### config.mk
export PLATFORM = sky130hd
export DESIGN_NAME = tcc_top
export DESIGN_NICKNAME = d
export VERILOG_FILES = /design/src/rtl/tcc_pkg.sv /design/src/rtl/tcc_top.sv
export SDC_FILE = /design/constraint.sdc
export NUM_CORES = 1
export LEC_CHECK = 0
export BUFFER_PORTS_ARGS = -buffer_cell sky130_fd_sc_hd__buf_2
export CAP_MARGIN = 20
export CORE_MARGIN = 2
export CORE_UTILIZATION = 60
export CTS_BUF_LIST = sky130_fd_sc_hd__clkbuf_8
export DETAILED_ROUTE_END_ITERATION = 10
export GPL_TIMING_DRIVEN = 1
export PLACE_DENSITY = 0.9
export SETUP_SLACK_MARGIN = 0.5
export SKIP_CTS_REPAIR_TIMING = 1
export SLEW_MARGIN = 20
export SYNTH_ARGS = -nofsm -noshare
export SYNTH_HDL_FRONTEND = slang
export SYNTH_SLANG_ARGS = --single-unit
export TNS_END_PERCENT = 100
### constraint.sdc
create_clock -name ref_clk_in -period 5.51 [get_ports ref_clk_in]
set_clock_uncertainty 0.1 [all_clocks]
set_input_delay 1.102 -clock ref_clk_in [delete_from_list [all_inputs] [get_ports ref_clk_in]]
set_output_delay 1.102 -clock ref_clk_in [all_outputs]
set_load 0.02 [all_outputs]
### src/rtl/tcc_pkg.sv
// Package for the timer compare and capture channel block
package tcc_pkg;
   localparam int TCC_NCMP = 4;
   localparam int TCC_NCAP = 2;
   localparam logic [4:0] TCC_A_CCR0  = 5'h00; // Control A..D at 00..03
   localparam logic [4:0] TCC_A_OCH0  = 5'h04; // Compare high A..D at 04..07
   localparam logic [4:0] TCC_A_OCL0  = 5'h08; // Compare low A..D at 08..0b
   localparam logic [4:0] TCC_A_ICL0  = 5'h0c; // Capture low A,B at 0c,0d
   localparam logic [4:0] TCC_A_ICH0  = 5'h0e; // Capture high A,B at 0e,0f
   localparam logic [4:0] TCC_A_FLAG  = 5'h10; // Flags: [3:0] compare, [5:4] capture
   localparam logic [4:0] TCC_A_IEN   = 5'h11; // Enables, same layout, [7] unit, [6] global
   localparam logic [4:0] TCC_A_UPD   = 5'h12; // [7] update request
   localparam logic [4:0] TCC_A_TORH  = 5'h13;
   localparam logic [4:0] TCC_A_TORL  = 5'h14;
   localparam int TCC_B_OCM = 0;
   localparam int TCC_B_FCO = 2;
   localparam int TCC_B_ICNF = 3;
   localparam int TCC_B_ICES = 4;
   localparam int TCC_B_ICEC = 5;
   localparam int TCC_B_UPD = 7;
   localparam int TCC_B_UNIT = 7;
   localparam int TCC_B_GLOB = 6;
   localparam int TCC_B_CAPF = 4;
   localparam logic [1:0] TCC_OCM_OFF = 2'h0;
   localparam logic [1:0] TCC_OCM_SETCLR = 2'h1;
   localparam logic [1:0] TCC_OCM_TOGGLE = 2'h3;
   localparam logic [7:0] TCC_RST8 = 8'h00;
   localparam logic [15:0] TCC_TOR_RST = 16'hffff;
   localparam logic [1:0] TCC_NF_SAMPLES = 2'h3; // Four equal samples: three repeats
   localparam logic [3:0] TCC_DLY6 = 4'h7;
   localparam logic [3:0] TCC_DLY7 = 4'hf;
   typedef struct packed {
      logic [4:0] addr;
      logic [7:0] wdata;
      logic       wr;
      logic       rd;
   } tcc_bus_t;
   typedef struct packed {
      logic [15:0] count;
      logic        pwm;
      logic        ovf;
   } tcc_timer_t;
endpackage : tcc_pkg

### src/rtl/tcc_top.sv
// Compare and capture channels of the unit timer with their register file
`timescale 1ns/1ns
module tcc_top
(
   // Clock and reset
   input  wire logic             ref_clk_in,
   input  wire logic             rst_in,
   // Register port
   input  wire tcc_pkg::tcc_bus_t bus_in,
   output logic [7:0]            rdata_out,
   // Timer core
   input  wire tcc_pkg::tcc_timer_t tmr_in,
   // Pins
   input  wire logic [1:0]       cap_pin_in,
   output logic [3:0]            cmp_pin_out,
   output logic [3:0]            cmp_pin_oe_out,
   // Reload value and interrupt request
   output logic [15:0]           reload_out,
   output logic                  irq_out
);
   import tcc_pkg::*;

   logic [7:0]  ccr_q [TCC_NCMP];
   logic [7:0]  och_sh_q [TCC_NCMP];
   logic [7:0]  ocl_sh_q [TCC_NCMP];
   logic [15:0] ocr_q [TCC_NCMP];
   logic [15:0] tor_sh_q;
   logic [15:0] tor_q;
   logic        upd_pend_q;
   logic [3:0]  cmpf_q;
   logic [3:0]  latch_q;
   logic [1:0]  capf_q;
   logic [15:0] icr_q [TCC_NCAP];
   logic [7:0]  ich_sh_q [TCC_NCAP];
   logic [7:0]  ien_q;
   logic [7:0]  rdata_q;
   logic [1:0]  smp_q [TCC_NCAP];
   logic [1:0]  flt_q;
   logic [1:0]  nf_cnt_q [TCC_NCAP];
   logic [1:0]  prev_q;
   logic [3:0]  evcnt_q [TCC_NCAP];
   logic        div_q;

   wire [15:0] range_max = tor_q;
   wire        wr_upd = bus_in.wr && bus_in.addr == TCC_A_UPD && bus_in.wdata[TCC_B_UPD];
   wire        do_xfer = (wr_upd && !tmr_in.pwm) || (upd_pend_q && tmr_in.pwm && tmr_in.ovf);
   wire        wr_flag = bus_in.wr && bus_in.addr == TCC_A_FLAG;
   wire        irq_gate = ien_q[TCC_B_GLOB] && ien_q[TCC_B_UNIT];

   logic [3:0] match;
   logic [3:0] force_w;
   logic [3:0] latch_d;
   logic [1:0] cap_ev;
   logic [1:0] edge_w;
   logic [3:0] dly_w [TCC_NCAP];

   // Compare logic per channel
   always_comb
   begin
      for (int i = 0; i < TCC_NCMP; i++)
      begin
         match[i] = ccr_q[i][TCC_B_OCM +: 2] != TCC_OCM_OFF
                    && tmr_in.count == ocr_q[i] && ocr_q[i] <= range_max;
         force_w[i] = bus_in.wr && bus_in.addr == TCC_A_CCR0 + 5'(i) && bus_in.wdata[TCC_B_FCO]
                      && bus_in.wdata[TCC_B_OCM +: 2] != TCC_OCM_OFF;
         latch_d[i] = latch_q[i];
         if (match[i] || force_w[i])
         begin
            // A forced compare follows the mode being written with it
            case (force_w[i] ? bus_in.wdata[TCC_B_OCM +: 2] : ccr_q[i][TCC_B_OCM +: 2])
               TCC_OCM_SETCLR: latch_d[i] = 1'b0;
               TCC_OCM_TOGGLE: latch_d[i] = ~latch_q[i];
               default: latch_d[i] = latch_q[i];
            endcase
         end
      end
   end

   // Capture edge qualification: filter samples every two core clocks
   always_comb
   begin
      for (int j = 0; j < TCC_NCAP; j++)
      begin
         edge_w[j] = ccr_q[j][TCC_B_ICES] ? (flt_q[j] && !prev_q[j]) : (!flt_q[j] && prev_q[j]);
         case (ccr_q[j][TCC_B_ICEC +: 3])
            3'h6: dly_w[j] = TCC_DLY6;
            3'h7: dly_w[j] = TCC_DLY7;
            default: dly_w[j] = {1'b0, ccr_q[j][TCC_B_ICEC +: 3]};
         endcase
         cap_ev[j] = edge_w[j] && evcnt_q[j] >= dly_w[j];
      end
   end

   always_ff @(posedge ref_clk_in)
   begin
      if (rst_in)
      begin
         for (int i = 0; i < TCC_NCMP; i++)
         begin
            ccr_q[i] <= TCC_RST8;
            och_sh_q[i] <= TCC_RST8;
            ocl_sh_q[i] <= TCC_RST8;
            ocr_q[i] <= '0;
         end
         for (int j = 0; j < TCC_NCAP; j++)
         begin
            icr_q[j] <= '0;
            ich_sh_q[j] <= TCC_RST8;
            smp_q[j] <= '0;
            nf_cnt_q[j] <= '0;
            evcnt_q[j] <= '0;
         end
         tor_sh_q <= TCC_TOR_RST;
         tor_q <= TCC_TOR_RST;
         upd_pend_q <= 1'b0;
         cmpf_q <= '0;
         latch_q <= '0;
         capf_q <= '0;
         ien_q <= TCC_RST8;
         rdata_q <= TCC_RST8;
         flt_q <= '0;
         prev_q <= '0;
         div_q <= 1'b0;
      end
      else
      begin
         div_q <= ~div_q;
         latch_q <= latch_d;
         for (int i = 0; i < TCC_NCMP; i++)
         begin
            if (bus_in.wr && bus_in.addr == TCC_A_CCR0 + 5'(i))
            begin
               ccr_q[i] <= bus_in.wdata;
               if (!tmr_in.pwm)
                  ccr_q[i][TCC_B_FCO] <= 1'b0;
               // Starting a set/clear action drives the latch high
               if (bus_in.wdata[TCC_B_OCM +: 2] == TCC_OCM_SETCLR && ccr_q[i][TCC_B_OCM +: 2] == TCC_OCM_OFF)
                  latch_q[i] <= 1'b1;
            end
            if (bus_in.wr && bus_in.addr == TCC_A_OCH0 + 5'(i))
               och_sh_q[i] <= bus_in.wdata;
            if (bus_in.wr && bus_in.addr == TCC_A_OCL0 + 5'(i))
               ocl_sh_q[i] <= bus_in.wdata;
            if (do_xfer)
               ocr_q[i] <= {och_sh_q[i], ocl_sh_q[i]};
         end
         if (bus_in.wr && bus_in.addr == TCC_A_TORH)
            tor_sh_q[15:8] <= bus_in.wdata;
         if (bus_in.wr && bus_in.addr == TCC_A_TORL)
            tor_sh_q[7:0] <= bus_in.wdata;
         if (do_xfer)
            tor_q <= tor_sh_q;
         // A new request in the overflow cycle stays pending
         if (wr_upd && tmr_in.pwm)
            upd_pend_q <= 1'b1;
         else if (do_xfer)
            upd_pend_q <= 1'b0;
         if (bus_in.wr && bus_in.addr == TCC_A_IEN)
            ien_q <= bus_in.wdata;
         // Set wins over a software clear in the same cycle
         cmpf_q <= (wr_flag ? (cmpf_q & bus_in.wdata[3:0]) : cmpf_q) | match;
         capf_q <= (wr_flag ? (capf_q & bus_in.wdata[TCC_B_CAPF +: 2]) : capf_q) | cap_ev;
         for (int j = 0; j < TCC_NCAP; j++)
         begin
            if (div_q)
            begin
               smp_q[j] <= {smp_q[j][0], cap_pin_in[j]};
               if (!ccr_q[j][TCC_B_ICNF] || smp_q[j][0] == flt_q[j])
               begin
                  nf_cnt_q[j] <= '0;
                  if (!ccr_q[j][TCC_B_ICNF])
                     flt_q[j] <= smp_q[j][0];
               end
               else if (nf_cnt_q[j] == TCC_NF_SAMPLES)
               begin
                  nf_cnt_q[j] <= '0;
                  flt_q[j] <= smp_q[j][0];
               end
               else
                  nf_cnt_q[j] <= nf_cnt_q[j] + 2'h1;
            end
            prev_q[j] <= flt_q[j];
            if (cap_ev[j])
            begin
               icr_q[j] <= tmr_in.count;
               evcnt_q[j] <= '0;
            end
            else if (edge_w[j])
               evcnt_q[j] <= evcnt_q[j] + 4'h1;
            if (bus_in.rd && bus_in.addr == TCC_A_ICL0 + 5'(j))
               ich_sh_q[j] <= icr_q[j][15:8];
         end
         rdata_q <= rd_mux(bus_in.addr);
      end
   end

   function automatic logic [7:0] rd_mux(input logic [4:0] a);
      logic [7:0] r;
      r = TCC_RST8;
      for (int i = 0; i < TCC_NCMP; i++)
      begin
         if (a == TCC_A_CCR0 + 5'(i))
         begin
            r = ccr_q[i];
            // A force bit written in PWM mode must not show after a switch to basic mode
            if (!tmr_in.pwm)
               r[TCC_B_FCO] = 1'b0;
         end
         if (a == TCC_A_OCH0 + 5'(i))
            r = och_sh_q[i];
         if (a == TCC_A_OCL0 + 5'(i))
            r = ocl_sh_q[i];
      end
      for (int j = 0; j < TCC_NCAP; j++)
      begin
         if (a == TCC_A_ICL0 + 5'(j))
            r = icr_q[j][7:0];
         if (a == TCC_A_ICH0 + 5'(j))
            r = ich_sh_q[j];
      end
      if (a == TCC_A_FLAG)
         r = {2'h0, capf_q, cmpf_q};
      if (a == TCC_A_IEN)
         r = ien_q;
      if (a == TCC_A_UPD)
         r = {upd_pend_q && tmr_in.pwm, 7'h00};
      if (a == TCC_A_TORH)
         r = tor_sh_q[15:8];
      if (a == TCC_A_TORL)
         r = tor_sh_q[7:0];
      return r;
   endfunction : rd_mux

   wire [5:0] pend = {capf_q, cmpf_q} & ien_q[5:0];

   always_comb
   begin
      for (int i = 0; i < TCC_NCMP; i++)
      begin
         cmp_pin_oe_out[i] = ccr_q[i][TCC_B_OCM +: 2] != TCC_OCM_OFF;
         cmp_pin_out[i] = cmp_pin_oe_out[i] & latch_q[i];
      end
   end

   assign irq_out = irq_gate && |pend;
   assign rdata_out = rdata_q;
   assign reload_out = tor_q;
endmodule : tcc_top

* After elaboration in Yosys (flattened, before gate mapping)
Memories as Yosys holds them, arrays and structs flattened. Cells that the tools add are included.
Operators by class: add/subtract/negate cells 4, magnitude comparators 6, equality and inequality tests 43, muxes and demuxes 200, bitwise operators 50, reduce and logical (&&, ||, !) cells 82
Operators with widths (count):
- $mux W8 | 35
- $mux W1 | 135
- $mux W16 | 6
- $eq A16 B16 Y1 | 4
- $le A16 B16 Y1 | 4
- $logic_and A1 B1 Y1 | 52
- $eq A5 B4 Y1 const B | 8
- $or A1 B1 Y1 | 36
- $mux W2 | 13
- $eq A5 B5 Y1 const B | 5
- $eq A5 B3 Y1 const B | 4
- $mux W4 | 5
- $pmux W4 S2 | 2
- $reduce_bool A2 Y1 | 8
- $eq A2 B2 Y1 const B | 6
- $eq A3 B3 Y1 const B | 4
- $eq A2 B1 Y1 const B | 5
- $eq A5 B2 Y1 const B | 2
- $add A4 B1 Y4 const B | 2
- $ge A4 B4 Y1 | 2
- $logic_not A2 Y1 | 4
- $pmux W1 S2 | 4
- $logic_not A1 Y1 | 7
- $logic_or A1 B1 Y1 | 7
- 14 further kinds | 25
Storage, ports and cells: bits in registers 64, bits in writable memories 224, input bits 37, output and inout bits 33, logic and storage cells 407, memories kept 9
Memories:
- ocr_q | depth 4, bits a word 16, rd ports 4, clocked after Yosys merged registers in 0, write ports 4, line tcc_top.sv:26 | logic [15:0] ocr_q [TCC_NCMP];
- ccr_q | depth 4, bits a word 8, rd ports 4, clocked after Yosys merged registers in 0, write ports 4, line tcc_top.sv:23 | logic [7:0] ccr_q [TCC_NCMP];
- icr_q | depth 2, bits a word 16, rd ports 2, clocked after Yosys merged registers in 0, write ports 2, line tcc_top.sv:33 | logic [15:0] icr_q [TCC_NCAP];
- och_sh_q | depth 4, bits a word 8, rd ports 4, clocked after Yosys merged registers in 0, write ports 4, line tcc_top.sv:24 | logic [7:0] och_sh_q [TCC_NCMP];
- ocl_sh_q | depth 4, bits a word 8, rd ports 4, clocked after Yosys merged registers in 0, write ports 4, line tcc_top.sv:25 | logic [7:0] ocl_sh_q [TCC_NCMP];
- ich_sh_q | depth 2, bits a word 8, rd ports 2, clocked after Yosys merged registers in 0, write ports 2, line tcc_top.sv:34 | logic [7:0] ich_sh_q [TCC_NCAP];
- 3 more memories

* Longest topological paths before layout
An unclocked memory read counts as a cell.
depth after elaboration 23, depth in mapped cells 9, gate-level depth less buffers 8

* Worst setup path after synthesis
Ideal clock, no wire load.
kind input-to-reg, from input port bus_in[14] in the netlist's numbering, to memory ocr_q[0][0] (enable), setup time 0.695 ns, arrival time 3.469 ns, data required time 4.715 ns, setup slack 1.246 ns, stages 7, path buffers 2, cell sequence buf_2 nor3b_2 nand4_1 nor2_1 a31oi_1 clkbuf_1 nand2b_1
RTL lines:
- from (decl) | line tcc_top.sv:9 | input wire tcc_pkg::tcc_bus_t bus_in,
- to (decl) | line tcc_top.sv:26

==> tab_implementation.tex <==
\begin{tabular}{lr}
\hline
Metric & Value \\
\hline
\multicolumn{2}{l}{\textbf{Cells and area}} \\
Multi-input gate area & 7090 um\^{}2 \\
Number of standard cells in the final layout excluding fillers & 1850 \\
Fraction of final layout cells with drive strength greater than 1 & 11.2\% \\
Layout Area Growth over Synthesis & 8.80\% \\
Area taken by flip-flops and latches & 7950 um\^{}2 \\
Total number of nets in the final design & 1597 \\
Fill cell instance count of the final layout & 1888 \\
\multicolumn{2}{l}{\textbf{Clocking}} \\
CTS buffer count & 46 \\
CTS tree & done \\
TritonCTS Sinks & 286 \\
Number of levels in the clock H-tree & 2 \\
Clock-pin slew on the worst setup and hold paths & 60 ps \\
Max clock buf depth & 3 \\
Latest clock arrival within the worst-skew pair & 570 ps \\
Clock root buffer master & sky130\_fd\_sc\_hd\_\_clkbuf\_8 \\
\multicolumn{2}{l}{\textbf{Synthesis}} \\
Number of distinct standard cells referenced by the synthesized netlist & 81 \\
Synthesis-stage register bit count & 286 \\
Top\_reg\_cell synth & sky130\_fd\_sc\_hd\_\_edfxtp\_1 \\
Combined area of all synthesized cells & 15600 um\^{}2 \\
Yosys warning count & 0 \\
Number of synthesized flops with an enable pin & 222 \\
Share of the yosys chip area belonging to registers & 51.0\% \\
Average size of a mapped cell & 10.8 um\^{}2 \\
Cells after synthesis & 1442 \\
Total nets after synthesis & 1555 \\
Share of flip-flops with an asynchronous set or reset after synthesis & 0\% \\
\multicolumn{2}{l}{\textbf{STA}} \\
Unrepaired setup endpoints after global routing & false \\
Number of pins with negative max-slew slack in the final report & 0 \\
Transition time at the pin with the least slew margin & 1070 ps \\
Rel. slew slack & 28.0\% \\
Highest Clock Rate & 291 MHz \\
Time the worst path needs with I/O delays and setup & 3440 ps \\
Setup-violating endpoint count in the final report & 0 \\
Endpoints failing hold & 0 \\
Sum of negative setup slack & 0 ps \\
Share of the clock period used by the worst path & 62.4\% \\
\multicolumn{2}{l}{\textbf{Setup path}} \\
Kind of end point of the critical path & flop \\
Worst flop-to-flop path startpoint & ccr\_q[0][6] \\
Crit Path Category & in -> reg \\
Max FO, Critical Path & 44 \\
Arrival time at the worst endpoint & 3570 ps \\
Crit start category & primary input \\
Launching element of the worst setup path & bus\_in[11] \\
Data required time at the worst endpoint & 5640 ps \\
\multicolumn{2}{l}{\textbf{Floorplan}} \\
Count of pins on the block boundary & 70 \\
Core Area & 25300 um\^{}2 \\
Die X-Extent & 165 um \\
Die ar. & 27300 um\^{}2 \\
Die boundary height & 165 um \\
Rows & 58 \\
Starting density of the core & 61.5\% \\
\multicolumn{2}{l}{\textbf{Placement}} \\
Number of cells after detailed placement & 1766 \\
Placed wire-length estimate & 36600 um \\
Buffers added on ports & 69 \\
Routability congestion estimate from global placement & 1.02 \\
\multicolumn{2}{l}{\textbf{Power}} \\
Power per Cell Area & 271 nW/um\^{}2 \\
Leakage power of the design & 0.00671 uW \\
Maximum VDD drop & 234 uV \\
\multicolumn{2}{l}{\textbf{Job}} \\
Number of violations of the max-capacitance limit & 0 \\
\multicolumn{2}{l}{\textbf{Routing}} \\
Drt first pass iters & 6 \\
Initial DRC count & 1876 \\
DRT Wirelength & 49300 um \\
Remaining number of nets flagged by the antenna check after routing & 0 \\
Wire per inst & 26.7 um \\
Final routed DRC violation total & 0 \\
Routed via count & 12300 \\
Routed vias/inst & 6.63 \\
\multicolumn{2}{l}{\textbf{Global route}} \\
Antenna violations before repair & 1 \\
Via count of the first global-routing pass & 11600 \\
Total overflow reported by the global router & 0 \\
Pin count of the biggest net entering global routing & 73 \\
Combined global-route utilization of all metal layers & 36.4\% \\
Global-route wire length before repair & 71400 um \\
\multicolumn{2}{l}{\textbf{Hold path}} \\
Hold/Removal Path Class & reg -> reg \\
Hold Startpoint & tor\_sh\_q[6] \\
\multicolumn{2}{l}{\textbf{Run status}} \\
Run status & finished clean \\
\hline
\end{tabular}
==> cell type report <==
| class | count | share of cell area [%] |
|---|---|---|
| Sequential cell | 286 | 46.9 |
| Tap cell | 330 | 2.44 |
| Clock buffer | 48 | 3.90 |
| Clock inverter | 35 | 1.02 |
| Timing Repair Buffer | 85 | 2.84 |
| Multi-Input combinational cell | 1019 | 41.9 |
| Antenna cell | 1 | 0.0148 |
| Inverter | 46 | 1.02 |
==> metal layers <==
layer  GRT usage (%)  vias up  routed length (um)
met5               0        -                   0
met2            53.4      911               21100
met3            9.54      172                6540
met1            51.2     5808               19500
met4            16.0        0                2270
li1                -     5373                   -
==> state kept, by name (all words and copies together) (netlist names), 2 cells and up <==
name / flops
capf_q: 2
ccr_q: 32
cmpf_q: 4
evcnt_q: 8
flt_q: 2
ich_sh_q: 16
icr_q: 32
ien_q: 8
latch_q: 4
nf_cnt_q: 4
och_sh_q: 32
ocl_sh_q: 32
ocr_q: 64
prev_q: 2
rdata_out: 8
reload_out: 16
smp_q: 2
tor_sh_q: 16
==> cell families (layout without fill, tap and decap cells) <==
kind of cell               Yosys count  count (layout)  synth area share [%]
AOI/OAI and AO/OA                  272             272                  12.2
xor gates and xnor gates            70              70                  3.94
adders and majority gates           76              76                  6.11
buffers and inverters              137             214                  3.54
DFF                                286             286                  51.0
muxes                               36              36                  2.61
other                                0               1                     0
and+or+nand+nor                    565             565                  20.5
==> report_power, final <==
| part | internal (uW) | switching (uW) | total, uW |
|---|---|---|---|
| Sequential | 2410 | 78.8 | 2490 |
| Combinational | 139 | 291 | 430 |
| Clock | 854 | 821 | 1670 |
| Total | 3410 | 1190 | 4600 |
==> placed cells by master, fill, tap and decap left out, types with 6 or more instances in the layout <==
cell type,instances
sky130_fd_sc_hd__mux2i_1,26
sky130_fd_sc_hd__and2_1,179
sky130_fd_sc_hd__o21ai_0,47
sky130_fd_sc_hd__a31oi_1,10
sky130_fd_sc_hd__a211oi_1,17
sky130_fd_sc_hd__a21o_1,17
sky130_fd_sc_hd__a21oi_1,42
sky130_fd_sc_hd__buf_4,16
sky130_fd_sc_hd__a221oi_1,6
sky130_fd_sc_hd__nor2b_1,25
sky130_fd_sc_hd__o211ai_1,6
sky130_fd_sc_hd__nand3_1,24
sky130_fd_sc_hd__buf_2,68
sky130_fd_sc_hd__and3_1,19
sky130_fd_sc_hd__a211o_1,25
sky130_fd_sc_hd__nand4_1,25
sky130_fd_sc_hd__a22oi_1,10
sky130_fd_sc_hd__nor3_1,20
sky130_fd_sc_hd__nand3b_1,12
sky130_fd_sc_hd__nand2b_1,25
sky130_fd_sc_hd__inv_1,67
sky130_fd_sc_hd__edfxtp_1,222
sky130_fd_sc_hd__xor2_1,21
sky130_fd_sc_hd__nand2_1,73
sky130_fd_sc_hd__a2111oi_0,8
sky130_fd_sc_hd__nor4_1,16
sky130_fd_sc_hd__o21ai_1,9
sky130_fd_sc_hd__o21a_1,9
sky130_fd_sc_hd__xnor2_1,49
sky130_fd_sc_hd__ha_1,76
sky130_fd_sc_hd__o22ai_1,12
sky130_fd_sc_hd__nor2_1,90
sky130_fd_sc_hd__nor3b_1,21
sky130_fd_sc_hd__dfxtp_1,64
sky130_fd_sc_hd__clkbuf_8,48
==> final timing paths <==
path | endpoint | slack [ps] | depth (start not counted)
max | ocr_q[0][6] | 2070 | 8
min | tor_sh_q[6] | 380 | 1
max reg2reg | icr_q[0][27] | 2190 | 9
min reg2reg | tor_sh_q[6] | 380 | 1
==> worst max-delay path, stage by stage <==
cell,delay [ps]
sky130_fd_sc_hd__buf_2,490
sky130_fd_sc_hd__nor2b_1,410
sky130_fd_sc_hd__nand4_1,180
sky130_fd_sc_hd__nor2_1,270
sky130_fd_sc_hd__a31oi_4,40
sky130_fd_sc_hd__buf_4,260
sky130_fd_sc_hd__nand2b_2,440
sky130_fd_sc_hd__buf_12,310
==> cells in the mapped netlist, types with 16 or more instances <==
library cell | n | area share (%)
sky130_fd_sc_hd__a211o_1 | 25 | 1.4
sky130_fd_sc_hd__a211oi_1 | 17 | 0.82
sky130_fd_sc_hd__a21o_1 | 17 | 0.82
sky130_fd_sc_hd__a21oi_1 | 42 | 1.4
sky130_fd_sc_hd__and2_1 | 179 | 7.2
sky130_fd_sc_hd__and3_1 | 19 | 0.76
sky130_fd_sc_hd__clkbuf_1 | 70 | 1.7
sky130_fd_sc_hd__dfxtp_1 | 64 | 8.2
sky130_fd_sc_hd__edfxtp_1 | 222 | 43
sky130_fd_sc_hd__ha_1 | 76 | 6.1
sky130_fd_sc_hd__inv_1 | 43 | 1.0
sky130_fd_sc_hd__mux2i_1 | 26 | 1.7
sky130_fd_sc_hd__nand2_1 | 73 | 1.8
sky130_fd_sc_hd__nand2b_1 | 26 | 1.0
sky130_fd_sc_hd__nand3_1 | 24 | 0.77
sky130_fd_sc_hd__nand4_1 | 25 | 1.0
sky130_fd_sc_hd__nor2_1 | 91 | 2.2
sky130_fd_sc_hd__nor2b_1 | 25 | 1.0
sky130_fd_sc_hd__nor3_1 | 20 | 0.64
sky130_fd_sc_hd__nor3b_1 | 21 | 1.0
sky130_fd_sc_hd__nor4_1 | 16 | 0.64
sky130_fd_sc_hd__o21ai_0 | 47 | 1.5
sky130_fd_sc_hd__xnor2_1 | 49 | 2.8
sky130_fd_sc_hd__xor2_1 | 21 | 1.2
==> stage by stage <==
stage	util, %	hold WS, ps	area (um^2)	setup WS [ps]	power [uW]
after detailed placement	63.6	354	16100	1590	2940
final	66.9	375	16900	2070	4600
after global placement	63.6	345	16100	1680	2930
after floorplan	-	335	15600	1250	2770
after CTS	66.9	369	16900	2150	4580
after global routing	66.9	403	16900	1980	4710
No activity file was read; power rests on OpenSTA's default activity.
